**src/core/flash_cmd_defines.vh**
```
// Opcodes, status bit layout, reset values and timing counts of the flash instruction interpreter.
`ifndef FLASH_CMD_DEFINES_VH
`define FLASH_CMD_DEFINES_VH
`define OP_WEN 8'h06
`define OP_VWEN 8'h50
`define OP_WDIS 8'h04
`define OP_SR_LOW 8'h05
`define OP_SR_HIGH 8'h35
`define OP_WRSR 8'h01
`define OP_READ 8'h03
`define OP_FAST 8'h0B
`define OP_DUAL_OUT 8'h3B
`define OP_QUAD_OUT 8'h6B
`define OP_DUAL_IO 8'hBB
`define OP_QUAD_IO 8'hEB
`define OP_WORD_QIO 8'hE7
`define OP_OCT_QIO 8'hE3
`define OP_WRAP 8'h77
`define OP_REL_ID 8'hAB
`define OP_SEC_RD 8'h48
`define OP_SEC_ER 8'h44
`define OP_SEC_PR 8'h42
`define OP_PP 8'h02
`define OP_QPP 8'h32
`define OP_SE 8'h20
`define OP_BE32 8'h52
`define OP_BE64 8'hD8
`define OP_CE1 8'hC7
`define OP_CE2 8'h60
`define SEC_REG1 8'h10
`define SEC_REG2 8'h20
`define SEC_REG3 8'h30
`define SEC_UPPER 8'h00
`define SR_BUSY 0
`define SR_WEL 1
`define SR_QE 1
`define SR_LOW_RESET 8'h00
`define SR_HIGH_RESET 8'h00
`define SR_LOW_WMASK 8'hFC
`define SR_HIGH_WMASK 8'h7B
`define SR_HIGH_OTP 8'h38
`define SR_HIGH_STATUS_PROTECT_BIT1 8'h01
`define SR_HIGH_SHORT_CLR 8'h42
`define K_IGNORE 4'h0
`define K_WEN 4'h1
`define K_VWEN 4'h2
`define K_WDIS 4'h3
`define K_SREAD 4'h4
`define K_SWRITE 4'h5
`define K_READ 4'h6
`define K_ARRAY 4'h7
`define K_WRAP 4'h8
`define K_ID 4'h9
`define SRC_LOW 2'h0
`define SRC_HIGH 2'h1
`define SRC_ID 2'h2
`define SRC_ARRAY 2'h3
`define STATUS_WRITE_TIME_NS 10000000
`define MCLK_MHZ 250
// Divide first: the product of the two figures would overflow a 32-bit integer.
`define STATUS_WRITE_CYCLES ((`STATUS_WRITE_TIME_NS / 1000) * `MCLK_MHZ)
`endif

```
**src/core/serial_flash_status_cmd_logic.v**
```verilog
// Instruction interpreter and status registers of a serial flash with one, two and four data lanes.
`timescale 1ns/1ps
`include "flash_cmd_defines.vh"
module serial_flash_status_cmd_logic #(
  parameter STATUS_WRITE_CYCLES = `STATUS_WRITE_CYCLES,
  // Arbitrary neutral identification value.
  parameter [7:0] DEVICE_CODE = 8'h5A
) (
  input wire mclk,
  input wire reset_n,
  input wire cs_n_pin,
  input wire sclk_pin,
  input wire [3:0] lane_in,
  input wire [7:0] array_data,
  input wire array_op_done,
  output reg [3:0] lane_out,
  output reg [3:0] lane_oe,
  output reg [23:0] array_addr,
  output reg [7:0] array_op_code,
  output reg array_op_req,
  output reg [7:0] status_reg_low,
  output reg [7:0] status_reg_high,
  output reg [2:0] wrap_length_bits
);
  localparam [6:0] ST_CMD = 7'h01;
  localparam [6:0] ST_ADDR = 7'h02;
  localparam [6:0] ST_DUMMY = 7'h04;
  localparam [6:0] ST_DOUT = 7'h08;
  localparam [6:0] ST_WDATA = 7'h10;
  localparam [6:0] ST_HOLD = 7'h20;
  localparam [6:0] ST_IGNORE = 7'h40;

  wire [3:0] lane_s;
  wire cs_active;
  wire cs_fall;
  wire cs_rise;
  wire sclk_rise;
  wire sclk_fall;

  spi_pin_sync pins (
    .mclk(mclk),
    .reset_n(reset_n),
    .cs_n_pin(cs_n_pin),
    .sclk_pin(sclk_pin),
    .lane_in(lane_in),
    .lane_s(lane_s),
    .cs_active(cs_active),
    .cs_fall(cs_fall),
    .cs_rise(cs_rise),
    .sclk_rise(sclk_rise),
    .sclk_fall(sclk_fall)
  );

  reg [6:0] state;
  reg [7:0] cmd;
  reg [3:0] kind;
  reg [5:0] cnt;
  reg [2:0] alanes;
  reg [5:0] aclks;
  reg has_mode;
  reg [3:0] dclks;
  reg [2:0] owidth;
  reg [1:0] src;
  reg wdata;
  reg addr_done;
  reg [31:0] ashift;
  reg [15:0] wshift;
  reg [9:0] fbits;
  reg [3:0] out_pos;
  reg [7:0] out_byte;
  reg [31:0] timer;
  reg nv_pending;
  reg [7:0] nv_low;
  reg [7:0] nv_high;
  reg vol_arm;
  reg cont_valid;
  reg [7:0] cont_cmd;

  wire busy = status_reg_low[`SR_BUSY];
  wire write_enable_latch = status_reg_low[`SR_WEL];
  wire [7:0] next_cmd = {cmd[6:0], lane_s[0]};

  reg [3:0] d_kind;
  reg [2:0] d_alanes;
  reg [5:0] d_aclks;
  reg d_mode;
  reg [3:0] d_dclks;
  reg [2:0] d_ow;
  reg [1:0] d_src;
  reg d_wdata;

  always @* begin
    d_kind = `K_IGNORE;
    d_alanes = 3'd1;
    d_aclks = 6'd0;
    d_mode = 1'b0;
    d_dclks = 4'd0;
    d_ow = 3'd1;
    d_src = `SRC_ARRAY;
    d_wdata = 1'b0;
    case (next_cmd)
      `OP_WEN: d_kind = `K_WEN;
      `OP_VWEN: d_kind = `K_VWEN;
      `OP_WDIS: d_kind = `K_WDIS;
      `OP_SR_LOW: begin
        d_kind = `K_SREAD;
        d_src = `SRC_LOW;
      end
      `OP_SR_HIGH: begin
        d_kind = `K_SREAD;
        d_src = `SRC_HIGH;
      end
      `OP_WRSR: begin
        d_kind = `K_SWRITE;
        d_wdata = 1'b1;
      end
      `OP_REL_ID: begin
        d_kind = `K_ID;
        d_aclks = 6'd24;
        d_src = `SRC_ID;
      end
      `OP_READ, `OP_FAST, `OP_SEC_RD, `OP_DUAL_OUT, `OP_QUAD_OUT: begin
        d_kind = `K_READ;
        d_aclks = 6'd24;
        d_dclks = (next_cmd == `OP_READ) ? 4'd0 : 4'd8;
        d_ow = (next_cmd == `OP_DUAL_OUT) ? 3'd2 : (next_cmd == `OP_QUAD_OUT) ? 3'd4 : 3'd1;
      end
      `OP_DUAL_IO: begin
        d_kind = `K_READ;
        d_alanes = 3'd2;
        d_aclks = 6'd16;
        d_mode = 1'b1;
        d_ow = 3'd2;
      end
      `OP_QUAD_IO, `OP_WORD_QIO, `OP_OCT_QIO: begin
        d_kind = `K_READ;
        d_alanes = 3'd4;
        d_aclks = 6'd8;
        d_mode = 1'b1;
        d_ow = 3'd4;
        d_dclks = (next_cmd == `OP_QUAD_IO) ? 4'd4 : (next_cmd == `OP_WORD_QIO) ? 4'd2 : 4'd0;
      end
      `OP_WRAP: begin
        d_kind = `K_WRAP;
        d_alanes = 3'd4;
        d_aclks = 6'd8;
      end
      `OP_PP, `OP_QPP, `OP_SEC_PR: begin
        d_kind = `K_ARRAY;
        d_aclks = 6'd24;
        d_wdata = 1'b1;
        d_ow = (next_cmd == `OP_QPP) ? 3'd4 : 3'd1;
      end
      `OP_SE, `OP_BE32, `OP_BE64, `OP_SEC_ER: begin
        d_kind = `K_ARRAY;
        d_aclks = 6'd24;
      end
      `OP_CE1, `OP_CE2: d_kind = `K_ARRAY;
      default: d_kind = `K_IGNORE;
    endcase
    if (d_kind == `K_READ && d_ow == 3'd4 && !status_reg_high[`SR_QE])
      d_kind = `K_IGNORE;
    if (busy && d_kind != `K_SREAD)
      d_kind = `K_IGNORE;
  end

  function [3:0] take;
    input [2:0] w;
    input [3:0] l;
    begin
      take = (w == 3'd4) ? l : (w == 3'd2) ? {2'b00, l[1:0]} : {3'b000, l[0]};
    end
  endfunction

  function [6:0] after_addr;
    input [3:0] dc;
    input [3:0] k;
    input wd;
    begin
      if (dc != 4'd0)
        after_addr = ST_DUMMY;
      else if (k == `K_READ || k == `K_ID || k == `K_SREAD)
        after_addr = ST_DOUT;
      else if (wd)
        after_addr = ST_WDATA;
      else
        after_addr = ST_HOLD;
    end
  endfunction

  reg [2:0] cur_w;
  reg [7:0] src_byte;
  reg [7:0] sel_byte;
  reg [7:0] shifted;
  reg [31:0] next_ashift;
  reg [7:0] w_low;
  reg [7:0] w_high;
  reg [7:0] new_low;
  reg [7:0] new_high;
  reg sec_ok;

  always @* begin
    cur_w = (state == ST_ADDR) ? alanes : (state == ST_WDATA) ? owidth : 3'd1;
    case (src)
      `SRC_LOW: src_byte = status_reg_low;
      `SRC_HIGH: src_byte = status_reg_high;
      `SRC_ID: src_byte = DEVICE_CODE;
      default: src_byte = array_data;
    endcase
    sel_byte = (out_pos == 4'd0) ? src_byte : out_byte;
    shifted = sel_byte << out_pos;
    next_ashift = (ashift << alanes) | {28'h0000000, take(alanes, lane_s)};
    w_low = (fbits == 10'd24) ? wshift[15:8] : wshift[7:0];
    w_high = wshift[7:0];
    new_low = (w_low & `SR_LOW_WMASK) | (status_reg_low & ~`SR_LOW_WMASK);
    if (fbits == 10'd24) begin
      new_high = (w_high & `SR_HIGH_WMASK) | (status_reg_high & ~`SR_HIGH_WMASK);
      new_high = new_high | (status_reg_high & `SR_HIGH_OTP);
      if (vol_arm)
        new_high = new_high | (status_reg_high & `SR_HIGH_STATUS_PROTECT_BIT1);
    end else begin
      new_high = status_reg_high & ~`SR_HIGH_SHORT_CLR;
    end
    sec_ok = (array_addr[23:16] == `SEC_UPPER) && (array_addr[15:8] == `SEC_REG1 ||
             array_addr[15:8] == `SEC_REG2 || array_addr[15:8] == `SEC_REG3);
  end

  always @(posedge mclk or negedge reset_n) begin
    if (!reset_n) begin
      state <= ST_HOLD;
      cmd <= 8'h00;
      kind <= `K_IGNORE;
      cnt <= 6'd0;
      alanes <= 3'd1;
      aclks <= 6'd0;
      has_mode <= 1'b0;
      dclks <= 4'd0;
      owidth <= 3'd1;
      src <= `SRC_ARRAY;
      wdata <= 1'b0;
      addr_done <= 1'b0;
      ashift <= 32'h00000000;
      wshift <= 16'h0000;
      fbits <= 10'd0;
      out_pos <= 4'd0;
      out_byte <= 8'h00;
      timer <= 32'h00000000;
      nv_pending <= 1'b0;
      nv_low <= 8'h00;
      nv_high <= 8'h00;
      vol_arm <= 1'b0;
      cont_valid <= 1'b0;
      cont_cmd <= 8'h00;
      lane_out <= 4'h0;
      lane_oe <= 4'h0;
      array_addr <= 24'h000000;
      array_op_code <= 8'h00;
      array_op_req <= 1'b0;
      status_reg_low <= `SR_LOW_RESET;
      status_reg_high <= `SR_HIGH_RESET;
      wrap_length_bits <= 3'h0;
    end else begin
      array_op_req <= 1'b0;
      if (cs_fall) begin
        fbits <= 10'd0;
        cnt <= 6'd0;
        out_pos <= 4'd0;
        addr_done <= 1'b0;
        cmd <= 8'h00;
        if (cont_valid && !busy) begin
          // Continuous read mode skips the opcode and starts with the address.
          cmd <= cont_cmd;
          kind <= `K_READ;
          state <= ST_ADDR;
        end else begin
          state <= ST_CMD;
        end
      end else if (cs_active && sclk_rise) begin
        if (fbits < 10'h3F0)
          fbits <= fbits + {7'h00, cur_w};
        cnt <= cnt + 6'd1;
        if (state == ST_CMD) begin
          cmd <= next_cmd;
          if (cnt == 6'd7) begin
            cnt <= 6'd0;
            kind <= d_kind;
            alanes <= d_alanes;
            aclks <= d_alanes == 3'd4 ? (d_mode ? 6'd8 : d_aclks) : (d_mode ? 6'd16 : d_aclks);
            has_mode <= d_mode;
            dclks <= d_dclks;
            owidth <= d_ow;
            src <= d_src;
            wdata <= d_wdata;
            if (d_kind == `K_IGNORE)
              state <= ST_IGNORE;
            else if (d_aclks != 6'd0)
              state <= ST_ADDR;
            else
              state <= after_addr(d_dclks, d_kind, d_wdata);
          end
        end else if (state == ST_ADDR) begin
          ashift <= next_ashift;
          if (cnt == aclks - 6'd1) begin
            cnt <= 6'd0;
            addr_done <= 1'b1;
            state <= after_addr(dclks, kind, wdata);
            if (kind == `K_WRAP)
              wrap_length_bits <= next_ashift[6:4];
            else if (has_mode) begin
              array_addr <= next_ashift[31:8];
              cont_valid <= (next_ashift[5:4] == 2'b10);
              cont_cmd <= cmd;
            end else begin
              array_addr <= next_ashift[23:0];
            end
          end
        end else if (state == ST_DUMMY) begin
          if (cnt == {2'b00, dclks} - 6'd1)
            state <= ST_DOUT;
        end else if (state == ST_WDATA) begin
          wshift <= (wshift << owidth) | {12'h000, take(owidth, lane_s)};
        end
      end else if (cs_active && sclk_fall && state == ST_DOUT) begin
        lane_oe <= (owidth == 3'd4) ? 4'hF : (owidth == 3'd2) ? 4'h3 : 4'h2;
        lane_out <= (owidth == 3'd4) ? shifted[7:4] : (owidth == 3'd2) ? {2'b00, shifted[7:6]} :
                    {2'b00, shifted[7], 1'b0};
        out_byte <= sel_byte;
        if (out_pos + {1'b0, owidth} >= 4'd8) begin
          out_pos <= 4'd0;
          if (src == `SRC_ARRAY)
            array_addr <= array_addr + 24'h000001;
        end else begin
          out_pos <= out_pos + {1'b0, owidth};
        end
      end else if (cs_rise) begin
        lane_oe <= 4'h0;
        lane_out <= 4'h0;
        state <= ST_HOLD;
        if (state != ST_IGNORE && state != ST_CMD && fbits[2:0] == 3'd0) begin
          case (kind)
            `K_WEN: status_reg_low[`SR_WEL] <= 1'b1;
            `K_VWEN: vol_arm <= 1'b1;
            `K_WDIS: begin
              status_reg_low[`SR_WEL] <= 1'b0;
              vol_arm <= 1'b0;
            end
            `K_SWRITE: begin
              // exactly 8 or 16 data bits
              if (fbits == 10'd16 || fbits == 10'd24) begin
                if (vol_arm) begin
                  status_reg_low <= new_low;
                  status_reg_high <= new_high;
                  vol_arm <= 1'b0;
                end else if (write_enable_latch) begin
                  status_reg_low[`SR_BUSY] <= 1'b1;
                  nv_low <= new_low;
                  nv_high <= new_high;
                  nv_pending <= 1'b1;
                  timer <= STATUS_WRITE_CYCLES;
                end
              end
            end
            `K_ARRAY: begin
              if (write_enable_latch && (addr_done || aclks == 6'd0) &&
                  (sec_ok || (cmd != `OP_SEC_ER && cmd != `OP_SEC_PR))) begin
                array_op_req <= 1'b1;
                array_op_code <= cmd;
                status_reg_low[`SR_BUSY] <= 1'b1;
              end
            end
            default: state <= ST_HOLD;
          endcase
        end
      end
      // Completion runs beside the frame logic so a done pulse that meets a pin edge is never lost.
      if (busy && nv_pending) begin
        if (timer <= 32'd1) begin
          status_reg_low <= (nv_low & `SR_LOW_WMASK) | 8'h00;
          status_reg_high <= nv_high;
          nv_pending <= 1'b0;
        end else begin
          timer <= timer - 32'd1;
        end
      end else if (busy && array_op_done) begin
        status_reg_low[`SR_BUSY] <= 1'b0;
        status_reg_low[`SR_WEL] <= 1'b0;
      end
    end
  end
endmodule // serial_flash_status_cmd_logic

```
**src/core/spi_pin_sync.v**
```verilog
// Two-flop synchronisers and edge detectors for the SPI pins.
`timescale 1ns/1ps
module spi_pin_sync (
  input wire mclk,
  input wire reset_n,
  input wire cs_n_pin,
  input wire sclk_pin,
  input wire [3:0] lane_in,
  output wire [3:0] lane_s,
  output wire cs_active,
  output wire cs_fall,
  output wire cs_rise,
  output wire sclk_rise,
  output wire sclk_fall
);
  reg [5:0] meta;
  reg [5:0] sync;
  reg prev_cs_n;
  reg prev_sclk;

  always @(posedge mclk or negedge reset_n) begin
    if (!reset_n) begin
      // Clock resets to its idle low level so no false edge follows reset.
      meta <= 6'h1C;
      sync <= 6'h1C;
      prev_cs_n <= 1'b1;
      prev_sclk <= 1'b0;
    end else begin
      meta <= {sclk_pin, cs_n_pin, lane_in};
      sync <= meta;
      prev_cs_n <= sync[4];
      prev_sclk <= sync[5];
    end
  end

  // Data lanes ride the same two stages as the clock, so a detected edge sees the bits that went with it.
  assign lane_s = sync[3:0];
  assign cs_active = ~sync[4];
  assign cs_fall = prev_cs_n & ~sync[4];
  assign cs_rise = ~prev_cs_n & sync[4];
  assign sclk_rise = ~sync[4] & sync[5] & ~prev_sclk;
  assign sclk_fall = ~sync[4] & ~sync[5] & prev_sclk;
endmodule // spi_pin_sync

```
**config.mk**
```make
export PLATFORM = sky130hd
export DESIGN_NAME = serial_flash_status_cmd_logic
export DESIGN_NICKNAME = d
export VERILOG_FILES = /design/src/core/serial_flash_status_cmd_logic.v /design/src/core/spi_pin_sync.v
export VERILOG_INCLUDE_DIRS = /design/src /design/src/core
export SDC_FILE = /design/constraint.sdc
export NUM_CORES = 1
export LEC_CHECK = 0
export ABC_AREA = 1
export BUFFER_PORTS_ARGS = -buffer_cell sky130_fd_sc_hd__buf_2
export CAP_MARGIN = 40
export CORE_MARGIN = 5
export CORE_UTILIZATION = 56
export DETAILED_ROUTE_END_ITERATION = 10
export GPL_ROUTABILITY_DRIVEN = 1
export PLACE_DENSITY = 0.77
export REMOVE_ABC_BUFFERS = 1
export SYNTH_ARGS = -nofsm -noshare
export SYNTH_HDL_FRONTEND = slang
export SYNTH_SLANG_ARGS = --single-unit
```
**constraint.sdc**
```tcl
create_clock -name mclk -period 2.52 [get_ports mclk]
set_input_delay 0.126 -clock mclk [delete_from_list [all_inputs] [get_ports mclk]]
set_output_delay 0.126 -clock mclk [all_outputs]
set_load 0.005 [all_outputs]
```
; Yosys cells after proc, flatten, opt, wreduce, memory -nomap -nowiden
; Cells that the tools add are included.
[word_totals]
register_bits = 249
in_bits = 17
out_inout_bits = 60
elab_cells = 378
[classes]
add_sub_neg = 7
n_lt_le_gt_ge = 3
n_eq_ne = 80
shift = 3
mux = 150
bitwise_logic = 24
reduce_logical = 75
[ops]
columns = operator, count
row1 = $mux W32, 11
row2 = $mux W24, 9
row3 = $mux W8, 25
row4 = $mux W6, 18
row5 = $mux W7, 12
row6 = $mux W4, 19
row7 = $eq A8 B7 Y1 const B, 8
row8 = $eq A8 B8 Y1 const B, 7
row9 = $eq A8 B6 Y1 const B, 6
row10 = $pmux W4 S9, 1
row11 = $le A32 B1 Y1 const B, 1
row12 = $or A32 B4 Y32, 1
row13 = $shl A32 B3 Y32, 1
row14 = $sub A32 B1 Y32 const B, 1
row15 = $mux W1, 31
row16 = $mux W10, 3
row17 = $eq A4 B3 Y1 const B, 7
row18 = $add A24 B1 Y24 const B, 1
row19 = $eq A8 B3 Y1 const B, 3
row20 = $pmux W8 S3, 1
row21 = $reduce_bool A2 Y1, 11
row22 = $reduce_and A7 Y1, 3
row23 = $eq A10 B5 Y1 const B, 2
row24 = $mux W3, 6
row25 = other kinds (74), 154

; Depth between registers and ports, before layout
; Gate-level depths: netlist (run 1).
[logic_depth]
word_depth = 22
ltp_mapped = 16

; By module
; Synthesis (run 1) repeated with hierarchy kept, for this count alone.
[hier_totals]
cells_unflattened = 1999
area_unflattened_um2 = 14522.7
[modules_own_cells]
columns = mod, n_inst, cells_per_inst, area_each_um2, seq_area_each_um2
row1 = serial_flash_status_cmd_logic, 1, 1972, 14094.8, 5686.7
row2 = spi_pin_sync, 1, 27, 427.9, 359.1

; Worst setup path before layout (run 1)
; No wires, ideal clock.
[synth_path]
kind = flip-flop to flip-flop
startpoint = register owidth[0]
endpoint = register fbits[8]
arrival_time_ns = 2.444
required_ns = 2.397
slack_ns = -0.048
path_stages_with_launch = 14
n_path_buf = 2
cell_sequence = dfstp_2 > clkbuf_1 > clkbuf_1 > o22ai_1 > inv_1 > ha_1 > inv_1 > fa_1 > nor2_1 > o21ai_0 > nor2_1 > nand2_1 > o21ai_0 > a21oi_1
[synth_between]
elab_chain_cells = 6
[synth_rtl]
columns = item, line
row1 = from (decl), serial_flash_status_cmd_logic.v:62  ; reg [2:0] owidth;
row2 = from (signal assigned), serial_flash_status_cmd_logic.v:291  ; owidth <= d_ow;
row3 = $mux W3 (2 in a row), serial_flash_status_cmd_logic.v:203  ; cur_w = (state == ST_ADDR) ? alanes : (state == ST_WDATA) ? owidth : 3'd1;
row4 = $add A10 B3 Y10, serial_flash_status_cmd_logic.v:280  ; fbits <= fbits + {7'h00, cur_w};
row5 = $mux W10, serial_flash_status_cmd_logic.v:279  ; if (fbits < 10'h3F0)
row6 = $mux W10, serial_flash_status_cmd_logic.v:278  ; end else if (cs_active && sclk_rise) begin
row7 = $mux W10, serial_flash_status_cmd_logic.v:264  ; if (cs_fall) begin
row8 = to (signal assigned), serial_flash_status_cmd_logic.v:280
row9 = to (decl), serial_flash_status_cmd_logic.v:68  ; reg [9:0] fbits;
; No other way between the ends. The select of a mux whose other input is x is not followed.
; A chain may end at the register's enable or synchronous reset.

; Worst setup path in the final report (run 1)
[layout_path]
startpoint = register pins.sync[4]
endpoint = register wshift[15]
[layout_between]
elab_chain_cells = 5
elab_cells_between_ends = 7
classes_between = bitwise: 5 / reduce/logical: 2
[layout_rtl]
columns = item, line
row1 = from (decl), spi_pin_sync.v:17  ; reg [5:0] sync;
row2 = from (signal assigned), spi_pin_sync.v:30  ; sync <= meta;
row3 = $not A1 Y1 *, "spi_pin_sync.v:38, spi_pin_sync.v:39, spi_pin_sync.v:41"
row4 = $and A1 B1 Y1 (2 in a row), spi_pin_sync.v:41  ; assign sclk_rise = ~sync[4] & sync[5] & ~prev_sclk;
row5 = $logic_and A1 B1 Y1, serial_flash_status_cmd_logic.v:278
row6 = $reduce_and A6 Y1 (no line) *, -
row7 = to (signal assigned), serial_flash_status_cmd_logic.v:321  ; wshift <= (wshift << owidth) | {12'h000, take(owidth, lane_s)};
row8 = to (decl), serial_flash_status_cmd_logic.v:67  ; reg [15:0] wshift;
; Every way passes the cells marked *; elsewhere a longest branch is shown, timed or not.

==> metrics.txt, run 1 <==
Reg power frac a little under half; drt wl/cell 16.94 um; maximum buffer depth of the clock tree 3; total power slightly below 0.009 W; sw frac about 25%; final count of pins violating max slew 0; crit path launch type register; area grow syn2layout 16.30%; clock sinks between 200 and 250; Max VDD drop a little under 600 uV; worst reg-to-reg setup slack between 0.07 and 0.08 ns; clk_lat worst skew between 0.5 and 0.6 ns; CTS tree built; reg2reg path depth 9; largest family of logic cells by synthesized area simple AND/OR/NAND/NOR gates; GRT Residual Overflow 0; Root Driver clkbuf_16; Slew HR approximately 54%; mapped cell area 14270 um^2; # IOs a little under 80; simple-gate share of the synthesized area 27.66%; Synth async-reset ratio 100.0%; Clock Power Share 45.3%; nets 2163; Post-Synth XOR/XNOR Area less than 1%; port bufs between 70 and 80; P per Cell Area approximately 530 nW/um^2; multiplexer share of the synthesized area less than 1%; height of the die between 150 and 200 um; library cells used by synthesis 60; number of global-route vias before repair 13710; DR DRC count 0; Tcrit/Tclk final a little over nine tenths; Total Die Area roughly 29000 um^2; crit path DAT 2.89 ns; Fmax achieved slightly above 0.4 GHz; max-cap violation count 0; Psw between 0.002 and 0.0025 W; Num CTS Buffers 27; Worst setup EP type register; drt pass-1 iters 6; Seq/Total Area, Yosys between 40 and 50%; P_leak 8.220 nW; via count around 14000; Worst-path clk slew around 0.06 ns; CP Capture Point wshift[15]; EDFF count, synth 0; largest net degree at the start of global routing 83; CP startpoint pins.sync[4]; HP Class in -> reg; r2r startpoint pins.sync[4]; RR Endpoint wshift[15]; Crit path required time between 2 and 3 ns; crit path time final ~2.4 ns; Most used DFF post-synth dfrtp_1; GR Util All Layers roughly 28%; RSZ-0062 raised after global routing yes; setup violators final 0; Syn Area/Cell ~7 um^2; worst-margin pin slew about 0.70 ns; YS warnings 0; CP Class reg -> reg; cell row count a little under 60; HPWL after DPL 29930 um; number of vias per cell 5.812; Final ANT Viol Nets 0; Routed Wire Length roughly 42000 um; Max FO, Critical Path 17; H-tree depth 1; core area between 20000 and 30000 um^2; Synth Area in Adders 1.684%; Mapped Cells 1998; initial antenna violation count 0; die width roughly 170 um; post-synthesis compound-gate area fraction roughly a fifth; Setup Skew roughly 0.016 ns; Iter 0 DRT Violations ~1500; internal power around 0.0066 W; global-route wire length before repair about 68000 um; power share of the combinational group about 8.5%; layout cells sized above 1 between 10 and 15%; initial core utilization a little under three fifths; final hold vios 0; status finished, final reports clean; Post-Route Utilization 66.08%; number of synthesized register bits ~240; GPL Wtd Cong ~0.97; Antenna diodes 0
-- per-stage QoR --
stage	cells	worst slack (ns)	hold slack [ns]	setup TNS, ns	instance area [um^2]
2_1_floorplan	1919	-1.428	-0.1696	-142.02	13920
3_3_place_gp	2407	0.02789	0.1623	0	15410
3_5_place_dp	2408	0.0005480	0.1703	0	15420
4_1_cts	2465	0.001884	0.02238	0	16390
5_1_grt	2478	-0.1767	0.05866	-0.5159	16590
6_report	2478	0.07976	0.03847	0	16590
-- power groups by stage --
stage | Clock [W] | Combinational, W | Sequential (W)
after global placement | 0 | 0.000693 | 0.00412
after global routing | 0.00419 | 0.000845 | 0.00406
final | 0.00397 | 0.000745 | 0.00405
after floorplan | 0 | 0.000421 | 0.00410
after CTS | 0.00404 | 0.000719 | 0.00405
after detailed placement | 0 | 0.000704 | 0.00412
-- synthesized netlist by cell type, drive strengths merged (12+ instances only) --
library cell	count	area, um^2
clkbuf	51	191.4
o31ai	12	90.09
ha	16	200.2
nor3	48	256.5
buf	28	150.1
o22ai	20	125.1
a21oi	96	488.0
dfrtp	229	5731
nand3	126	630.6
inv	224	843.3
o21ai	281	1429
o211ai	12	90.09
nand4	33	221.5
nand2	520	1964
dfstp	12	315.3
nor2	186	714.4
a31oi	14	87.58
-- critical path, stage by stage, from the launching register on --
cell	delay (ns)
dfstp_2	0.58
inv_1	0.06
ha_1	0.18
nor2_1	0.14
inv_1	0.16
nor3_1	0.44
inv_2	0.24
a21oi_2	0.31
nor2_1	0.07
a41oi_1	0.16
-- cell usage in the layout (no fill, tap or decap), drive strengths merged, types with 6 or more instances in the layout --
cell type,Yosys,routed
a31oi,14,14
clkinv,4,12
o211ai,12,12
dlygate4sd3,0,8
ha,16,16
dfstp,12,12
nor4,9,9
inv,224,223
nand4,33,33
nand3,126,126
o31ai,12,12
nor3,48,48
o22ai,20,20
nand2,520,520
o21a,8,8
a2bb2oi,6,6
nor2,186,186
a22oi,9,9
buf,28,168
clkbuf,51,40
o21ai,281,281
a21oi,96,96
xor2,8,8
or2,6,6
dfrtp,229,229
-- cell type report --
class,count,area [um^2]
fillers,2202,8517
multi-input cells,1450,7089
flip-flops and latches,241,6050
repair buffers,178,1272
inverters,228,862.1
clock buffers,39,790.8
well taps,330,412.9
clock inverters,10,100.1
repair inverters,2,15.01
-- worst min path at each step --
stage                     cells past startpoint  slack [ns]          end           from
after floorplan                               0       -0.17     aclks[3]        reset_n
after global placement                        1        0.16   ashift[30]        reset_n
after detailed placement                      1        0.17   ashift[30]        reset_n
after CTS                                     4        0.02  out_byte[2]  array_data[2]
after global routing                          4        0.06  out_byte[2]  array_data[2]
final                                         4        0.04  out_byte[2]  array_data[2]
-- flip-flops by register name, indices dropped and copies added (netlist names), 4 cells and up --
| name | flops |
|---|---|
| nv_low | 6 |
| out_byte | 8 |
| nv_high | 8 |
| kind | 4 |
| timer | 32 |
| cmd | 8 |
| out_pos | 4 |
| wshift | 16 |
| status_reg_high | 8 |
| lane_out | 4 |
| array_addr | 24 |
| array_op_code | 8 |
| cnt | 6 |
| pins.sync | 6 |
| ashift | 32 |
| status_reg_low | 8 |
| pins.meta | 6 |
| cont_cmd | 8 |
| fbits | 10 |
| state | 7 |
-- per-layer routing --
| layer | routed length [um] | global-route usage (%) | up-vias |
|---|---|---|---|
| met5 | 0 | 0 | - |
| met4 | 1950 | 13.06 | 0 |
| met1 | 17240 | 37.07 | 6768 |
| met3 | 2810 | 3.774 | 143 |
| li1 | - | - | 6912 |
| met2 | 19990 | 47.19 | 578 |
-- repair_timing --
action | CTS | global route
hold buffers | 8 | 0
gates resized for setup | 0 | 29
hold endpoints to repair | 86 | 0
setup buffers | 0 | 10
endpoints found under the setup margin | 0 | 54
-- logic make-up (layout without fill, tap and decap cells) --
group,Yosys count,in the layout
simple gates,935,935
compound gates,478,478
buf+inv,307,457
flops,241,241
fa+ha+maj,18,18
xor+xnor,13,13
mux,6,6
(Power assumes the default switching activity.)
==> run 2, diff against run 1 <==
--- a/config.mk
+++ b/config.mk
@@ -14,6 +14,7 @@
 export DETAILED_ROUTE_END_ITERATION = 10
 export GPL_ROUTABILITY_DRIVEN = 1
 export PLACE_DENSITY = 0.77
+export RECOVER_POWER = 100
 export REMOVE_ABC_BUFFERS = 1
 export SYNTH_ARGS = -nofsm -noshare
 export SYNTH_HDL_FRONTEND = slang
==> run 2 against run 1 <==
  * The run now ends with capacitance limit, slew limit, setup timing left
  * Design area down 0.88%
  * Die area unchanged
  * Clock skew down 0.0048 ns
  * Total power down 0.25%
  * Sequential share of layout area up 0.32 points
  * Largest power group unchanged
==> metrics.txt, run 2 (synthesis results as in run 1) <==
status finished, violations left (was finished, final reports clean); failing checks capacitance limit, slew limit, setup timing; GRT Residual Overflow 0 (unchanged); worst reg-to-reg setup slack -0.02 ns (was 0.08 ns); setup violators final 3 (was 0); internal power 0.006568 W (was 0.006581 W); drt wl/cell 17.00 um (was 16.94 um); Setup WS pre-CTS 0.0005480 ns (unchanged); crit path DAT 2.97 ns (was 2.89 ns); Tcrit/Tclk final 100.9% (was 96.83%); crit path time final 2.541 ns (was 2.440 ns); worst hold slack 0.04092 ns (was 0.03847 ns); Post-Route Utilization 65.50% (was 66.08%); initial antenna violation count 0 (unchanged); number of vias per cell 5.802 (was 5.812); area grow syn2layout 15.29% (was 16.30%); Final ANT Viol Nets 0 (unchanged); P_leak 8.020 nW (was 8.220 nW); Max VDD drop 581.8 uV (was 588.5 uV); Num CTS Buffers 27 (unchanged); H-tree depth 1 (unchanged); most common cell after layout, fill and taps aside nand2_1 (unchanged); Fmax achieved 0.3935 GHz (was 0.4098 GHz); CP max stage cell dfstp_4 (was dfstp_2); worst-margin pin slew 2.113 ns (was 0.6957 ns); fin cells 2478 (unchanged); Finished Cell Area 16450 um^2 (was 16590 um^2); Psw 0.002184 W (was 0.002193 W); most used cell, CP nand2_1; via count 14380 (was 14400); CP delay by family, top flip-flops (was simple AND/OR/NAND/NOR gates); port bufs 76 (unchanged); sw frac 24.95% (was 24.99%); CP Class reg -> reg (unchanged); Total Die Area 28770 um^2 (unchanged); core area 25110 um^2 (unchanged); initial core utilization 56.82% (unchanged); most frequent cells in the layout nand2_1 (516), o21ai_0 (262), dfrtp_1 (229) (was nand2_1 (515), o21ai_0 (261), dfrtp_1 (229)); Crit path required time 2.94 ns (was 2.97 ns); drt pass-1 iters 6 (unchanged); largest net degree at the start of global routing 83 (unchanged); Iter 0 DRT Violations 1608 (was 1512); HPWL after DPL 29930 um (unchanged); RSZ-0062 raised after global routing yes (unchanged); power share of the combinational group 8.4% (was 8.5%); layout cells sized above 1 10.47% (was 12.80%); fillers 2237 (was 2202); Antenna diodes 0 (unchanged); Slew HR -40.84% (was 53.57%); placed cell count 2408 (unchanged); Worst-path clk slew 0.06 ns (about the same); Clock Power Share 45.3% (about the same); CP Cell Sequence clkinvlp_2 -> buf_4 -> nand2_1 -> nand2_1 -> o21ai_0 -> nor2_1 -> a31oi_2 -> nand2_1 -> nand3_1 -> o21ai_0 -> mux2_2 (was inv_1 -> ha_1 -> nor2_1 -> inv_1 -> nor3_1 -> inv_2 -> a21oi_2 -> nor2_1 -> a41oi_1); final count of pins violating max slew 82 (was 0); max-cap violation count 1 (was 0); top flop regs ashift (32), timer (32), array_addr (24) (unchanged); clock sinks 241 (unchanged); final hold vios 0 (unchanged); global-route wire length before repair 67630 um (unchanged); Root Driver clkbuf_16 (unchanged); GR Util All Layers 28.38% (unchanged); Routed Wire Length 42130 um (was 41980 um); Worst setup EP type register (unchanged); CTS tree built (unchanged); number of global-route vias before repair 13710 (unchanged); critical path's largest stage delay 0.72 ns (was 0.58 ns); height of the die 169.6 um (unchanged); Max FO, Critical Path 7 (was 17); Reg power frac 46.3% (was 46.2%); nets 2163 (unchanged); maximum buffer depth of the clock tree 3 (unchanged); cell row count 58 (unchanged); # IOs 77 (unchanged); crit path launch type register (unchanged); P per Cell Area 532.1 nW/um^2 (was 528.8 nW/um^2); slack of the critical path -0.02144 ns (was 0.07976 ns); area of placed instances 15420 um^2 (unchanged); GPL Wtd Cong 0.9676 (unchanged); Setup Skew 0.01093 ns (was 0.01571 ns); HP Class in -> reg (unchanged); DR DRC count 0 (unchanged); die width 169.6 um (unchanged); worst path bufs/invs 2 (was 3); clk_lat worst skew 0.53 ns (was 0.54 ns)
[run 2: changes by cell type in the layout (fill, tap and decap cells not counted), sizes merged]
cell,delta
buf,-53
clkbuf,+53
[run 2: worst register-to-register path: cells and delay by family, from the launching register on]
kind / cells / cell delay, ns
flops: 1 / 0.72
mux: 1 / 0.27
buf+inv: 2 / 0.56
compound gates: 3 / 0.53
simple gates: 5 / 0.36
[run 2: routing by layer]
layer | wire (um) | vias up | track usage, % | part of all wire, %
met1 | 17540 | 6775 | 37.07 | 42
met4 | 1897 | 0 | 13.06 | 4.5
met3 | 2677 | 118 | 3.774 | 6.4
met2 | 20020 | 566 | 47.19 | 48
met5 | 0 | - | 0 | 0
li1 | - | 6918 | - | -
[run 2: area by class of cell]
class	count	area [um^2]	area share, %
clock buffers	39	790.8	4.808
clock inverters	10	100.1	0.6086
inverters	228	859.6	5.226
multi-input cells	1450	7071	42.99
flip-flops and latches	241	6050	36.78
well taps	330	412.9	2.510
repair buffers	178	1149	6.984
repair inverters	2	15.01	0.09129
[run 2: power groups by stage]
stage	logic [W]	registers [W]	clock network (W)
2_1_floorplan	0.000421	0.00410	0
3_3_place_gp	0.000693	0.00412	0
3_5_place_dp	0.000704	0.00412	0
4_1_cts	0.000719	0.00405	0.00404
5_1_grt	0.000831	0.00406	0.00419
6_report	0.000733	0.00405	0.00397
[run 2: path summary, 6_finish.rpt]
kind                                     from                 end  cells past startpoint
worst max register to register      alanes[0]       array_addr[0]                     11
worst max-delay path                alanes[0]       array_addr[0]                     11
worst min-delay path            array_data[2]         out_byte[2]                      4
min in group asynchronous             reset_n          ashift[30]                      2
max in group asynchronous             reset_n  status_reg_high[0]                      3
worst min register to register   pins.meta[0]        pins.sync[0]                      0
[run 2: stage by stage]
stage / power [W] / setup TNS, ns
2_1_floorplan: 0.004522 / -142.02
3_3_place_gp: 0.004809 / 0
3_5_place_dp: 0.004822 / 0
4_1_cts: 0.008808 / 0
5_1_grt: 0.009084 / -9.025
6_report: 0.008752 / -0.04237
[run 2: timing repair]
action,in CTS,in global routing
hold buffers,8,0
hold endpoints to repair,86,0
buffers inserted,0,10
endpoints found under the setup margin,0,54
resized for setup,0,29
==> run 3, diff against run 2 <==
--- a/config.mk
+++ b/config.mk
@@ -13,6 +13,7 @@
 export CORE_UTILIZATION = 56
 export DETAILED_ROUTE_END_ITERATION = 10
 export GPL_ROUTABILITY_DRIVEN = 1
+export GPL_TIMING_DRIVEN = 0
 export PLACE_DENSITY = 0.77
 export RECOVER_POWER = 100
 export REMOVE_ABC_BUFFERS = 1
==> run 3 against run 2 <==
  * The flow still finishes with violations (capacitance limit, slew limit, setup timing)
  * Utilization rose by 2.4 points
  * Die area did not move
  * Critical path depth did not move
  * Fmax fell by 1.5%
  * Via count rose by 2.1%
  * Combinational power rose by 19%
  * Worst hold slack improved by 0.010 ns
  * Cell count did not move
  * Clock skew barely moved
  * First-iteration DRC count rose by 0.19%
  * Critical endpoint is now state[3]
  * Largest power group is now clock
==> metrics.txt, run 3 (synthesis results as in run 1) <==
most common cell after layout, fill and taps aside nand2_1 (unchanged); core area 25110 um^2 (unchanged); slack of the critical path -0.05884 ns (was -0.02144 ns); maximum buffer depth of the clock tree 3 (unchanged); status finished, violations left (unchanged); Setup WS pre-CTS -1.524 ns (was 0.0005480 ns); fillers 2127 (was 2237); P_leak 8.114 nW (was 8.020 nW); Iter 0 DRT Violations 1611 (was 1608); area grow syn2layout 19.58% (was 15.29%); H-tree depth 1 (unchanged); Total Die Area 28770 um^2 (unchanged); drt wl/cell 17.70 um (was 17.00 um); Root Driver clkbuf_16 (unchanged); GPL Wtd Cong 0.9332 (was 0.9676); CTS tree built (unchanged); Worst setup EP type register (unchanged); clk_lat worst skew 0.54 ns (was 0.53 ns); cell row count 58 (unchanged); HPWL after DPL 28810 um (was 29930 um); nets 2163 (unchanged); area of placed instances 14930 um^2 (was 15420 um^2); GRT Residual Overflow 0 (unchanged); height of the die 169.6 um (unchanged); fin cells 2478 (unchanged); top flop regs ashift (32), timer (32), array_addr (24) (unchanged); reg2reg path depth 11 (unchanged); Final ANT Viol Nets 0 (unchanged); r2r startpoint pins.sync[4] (was alanes[0]); RSZ-0062 raised after global routing yes (unchanged); # IOs 77 (unchanged); layout cells sized above 1 14.34% (was 10.47%); setup violators final 4 (was 3); HP Class in -> reg (unchanged); Hold Path Stages 4 (unchanged); worst hold slack 0.05139 ns (was 0.04092 ns); Worst-path clk slew 0.06 ns (about the same); port bufs 76 (unchanged); DR DRC count 0 (unchanged); Max VDD drop 592.8 uV (was 581.8 uV); Fmax achieved 0.3878 GHz (was 0.3935 GHz); Finished Cell Area 17060 um^2 (was 16450 um^2); placed cell count 2338 (was 2408); GR Util All Layers 29.13% (was 28.38%); hold_sp array_data[2] (unchanged); max-cap violation count 1 (unchanged); drt pass-1 iters 6 (unchanged); final hold vios 0 (unchanged); most frequent cells in the layout nand2_1 (512), o21ai_0 (259), dfrtp_1 (220) (was nand2_1 (516), o21ai_0 (262), dfrtp_1 (229)); via count 14670 (was 14380); largest net degree at the start of global routing 83 (unchanged); RR Endpoint state[3] (was array_addr[0]); failing checks capacitance limit, slew limit, setup timing (unchanged); crit path time final 2.579 ns (was 2.541 ns); Crit path required time 2.93 ns (was 2.94 ns); worst reg-to-reg setup slack -0.06 ns (was -0.02 ns); number of vias per cell 5.921 (was 5.802); Tcrit/Tclk final 102.3% (was 100.9%); worst-margin pin slew 1.943 ns (was 2.113 ns); Post-Route Utilization 67.94% (was 65.50%); initial core utilization 56.82% (unchanged); CP Class reg -> reg (unchanged); Max FO, Critical Path 14 (was 7); Antenna diodes 0 (unchanged); crit path DAT 2.99 ns (was 2.97 ns); number of global-route vias before repair 13710 (about the same); initial antenna violation count 0 (unchanged); Routed Wire Length 43860 um (was 42130 um); P per Cell Area 546.1 nW/um^2 (was 532.1 nW/um^2); Setup Skew 0.01143 ns (was 0.01093 ns); Num CTS Buffers 26 (was 27); clock sinks 241 (unchanged); global-route wire length before repair 69180 um (was 67630 um); crit path launch type register (unchanged); die width 169.6 um (unchanged); Slew HR -29.52% (was -40.84%); Hold EP out_byte[2] (unchanged); final count of pins violating max slew 79 (was 82)
run 3: changes by cell type in the layout (fill, tap and decap cells not counted), sizes merged:
cell and change:
nor4 +1, clkbuf -25, clkinvlp +10, bufinv +4, clkinv -4, nor3 +1, nand3 +1, buf +18
inv -6
run 3: critical path: stages, from the launching register on:
cell and delay (ns):
dfstp_1 0.65, inv_1 0.12, ha_4 0.22, buf_8 0.17, nor2_4 0.17, inv_2 0.13, nor2_4 0.21, nand2_1 0.11
nand4_1 0.29, buf_4 0.20, nand2_1 0.07, o31ai_1 0.10
run 3: power breakdown:
part / internal, W / total, W / switching (W)
clock: 0.00272 / 0.00438 / 0.00166
combinational: 0.000302 / 0.000869 / 0.000566
sequential: 0.00397 / 0.00407 / 0.0000980
total: 0.00699 / 0.00932 / 0.00233
run 3: area by class of cell:
| class | instances | area [um^2] | share of cell area, % |
|---|---|---|---|
| multi-input combinational | 1453 | 7418 | 43.49 |
| sequential | 241 | 6070 | 35.58 |
| timing repair buffer | 176 | 1249 | 7.320 |
| inverter | 228 | 912.1 | 5.347 |
| clock buffer | 34 | 752.0 | 4.408 |
| tap | 330 | 412.9 | 2.420 |
| clock inverter | 14 | 232.7 | 1.364 |
| timing repair inverter | 2 | 12.51 | 0.07335 |
run 3: per-stage QoR:
step	total power, W	TNS (ns)
floorplan	0.004522	-142.02
global placement	0.004762	-1229.22
detailed placement	0.004799	-165.47
CTS	0.009250	0
global route	0.009651	-1.058
finish	0.009316	-0.1457
run 3: layer usage:
layer | vias to the layer above | GRT usage, % | part of all wire (%) | routed length, um
met3 | 153 | 3.867 | 7.6 | 3334
met2 | 722 | 47.75 | 47 | 20650
met1 | 6878 | 39.27 | 40 | 17760
met4 | 0 | 11.97 | 4.8 | 2108
li1 | 6920 | - | - | -
met5 | - | 0 | 0 | 0
run 3: worst max-delay path by stage:
stage,startpoint,to,cells after the start
finish,pins.sync[4],state[3],11
global route,dclks[1],state[3],9
CTS,pins.sync[4],timer[6],10
detailed placement,pins.prev_sclk,kind[0],10
global placement,pins.prev_sclk,wshift[14],9
floorplan,pins.sync[4],wshift[14],9
run 3: what timing repair did:
| item | CTS | global route |
|---|---|---|
| endpoints found under the hold margin | 83 | 0 |
| endpoints found under the setup margin | 221 | 109 |
| gates resized for setup | 59 | 71 |
| cloned | 5 | 0 |
| pin swaps | 17 | 31 |
| buffers inserted | 36 | 44 |
| hold buffers | 8 | 0 |
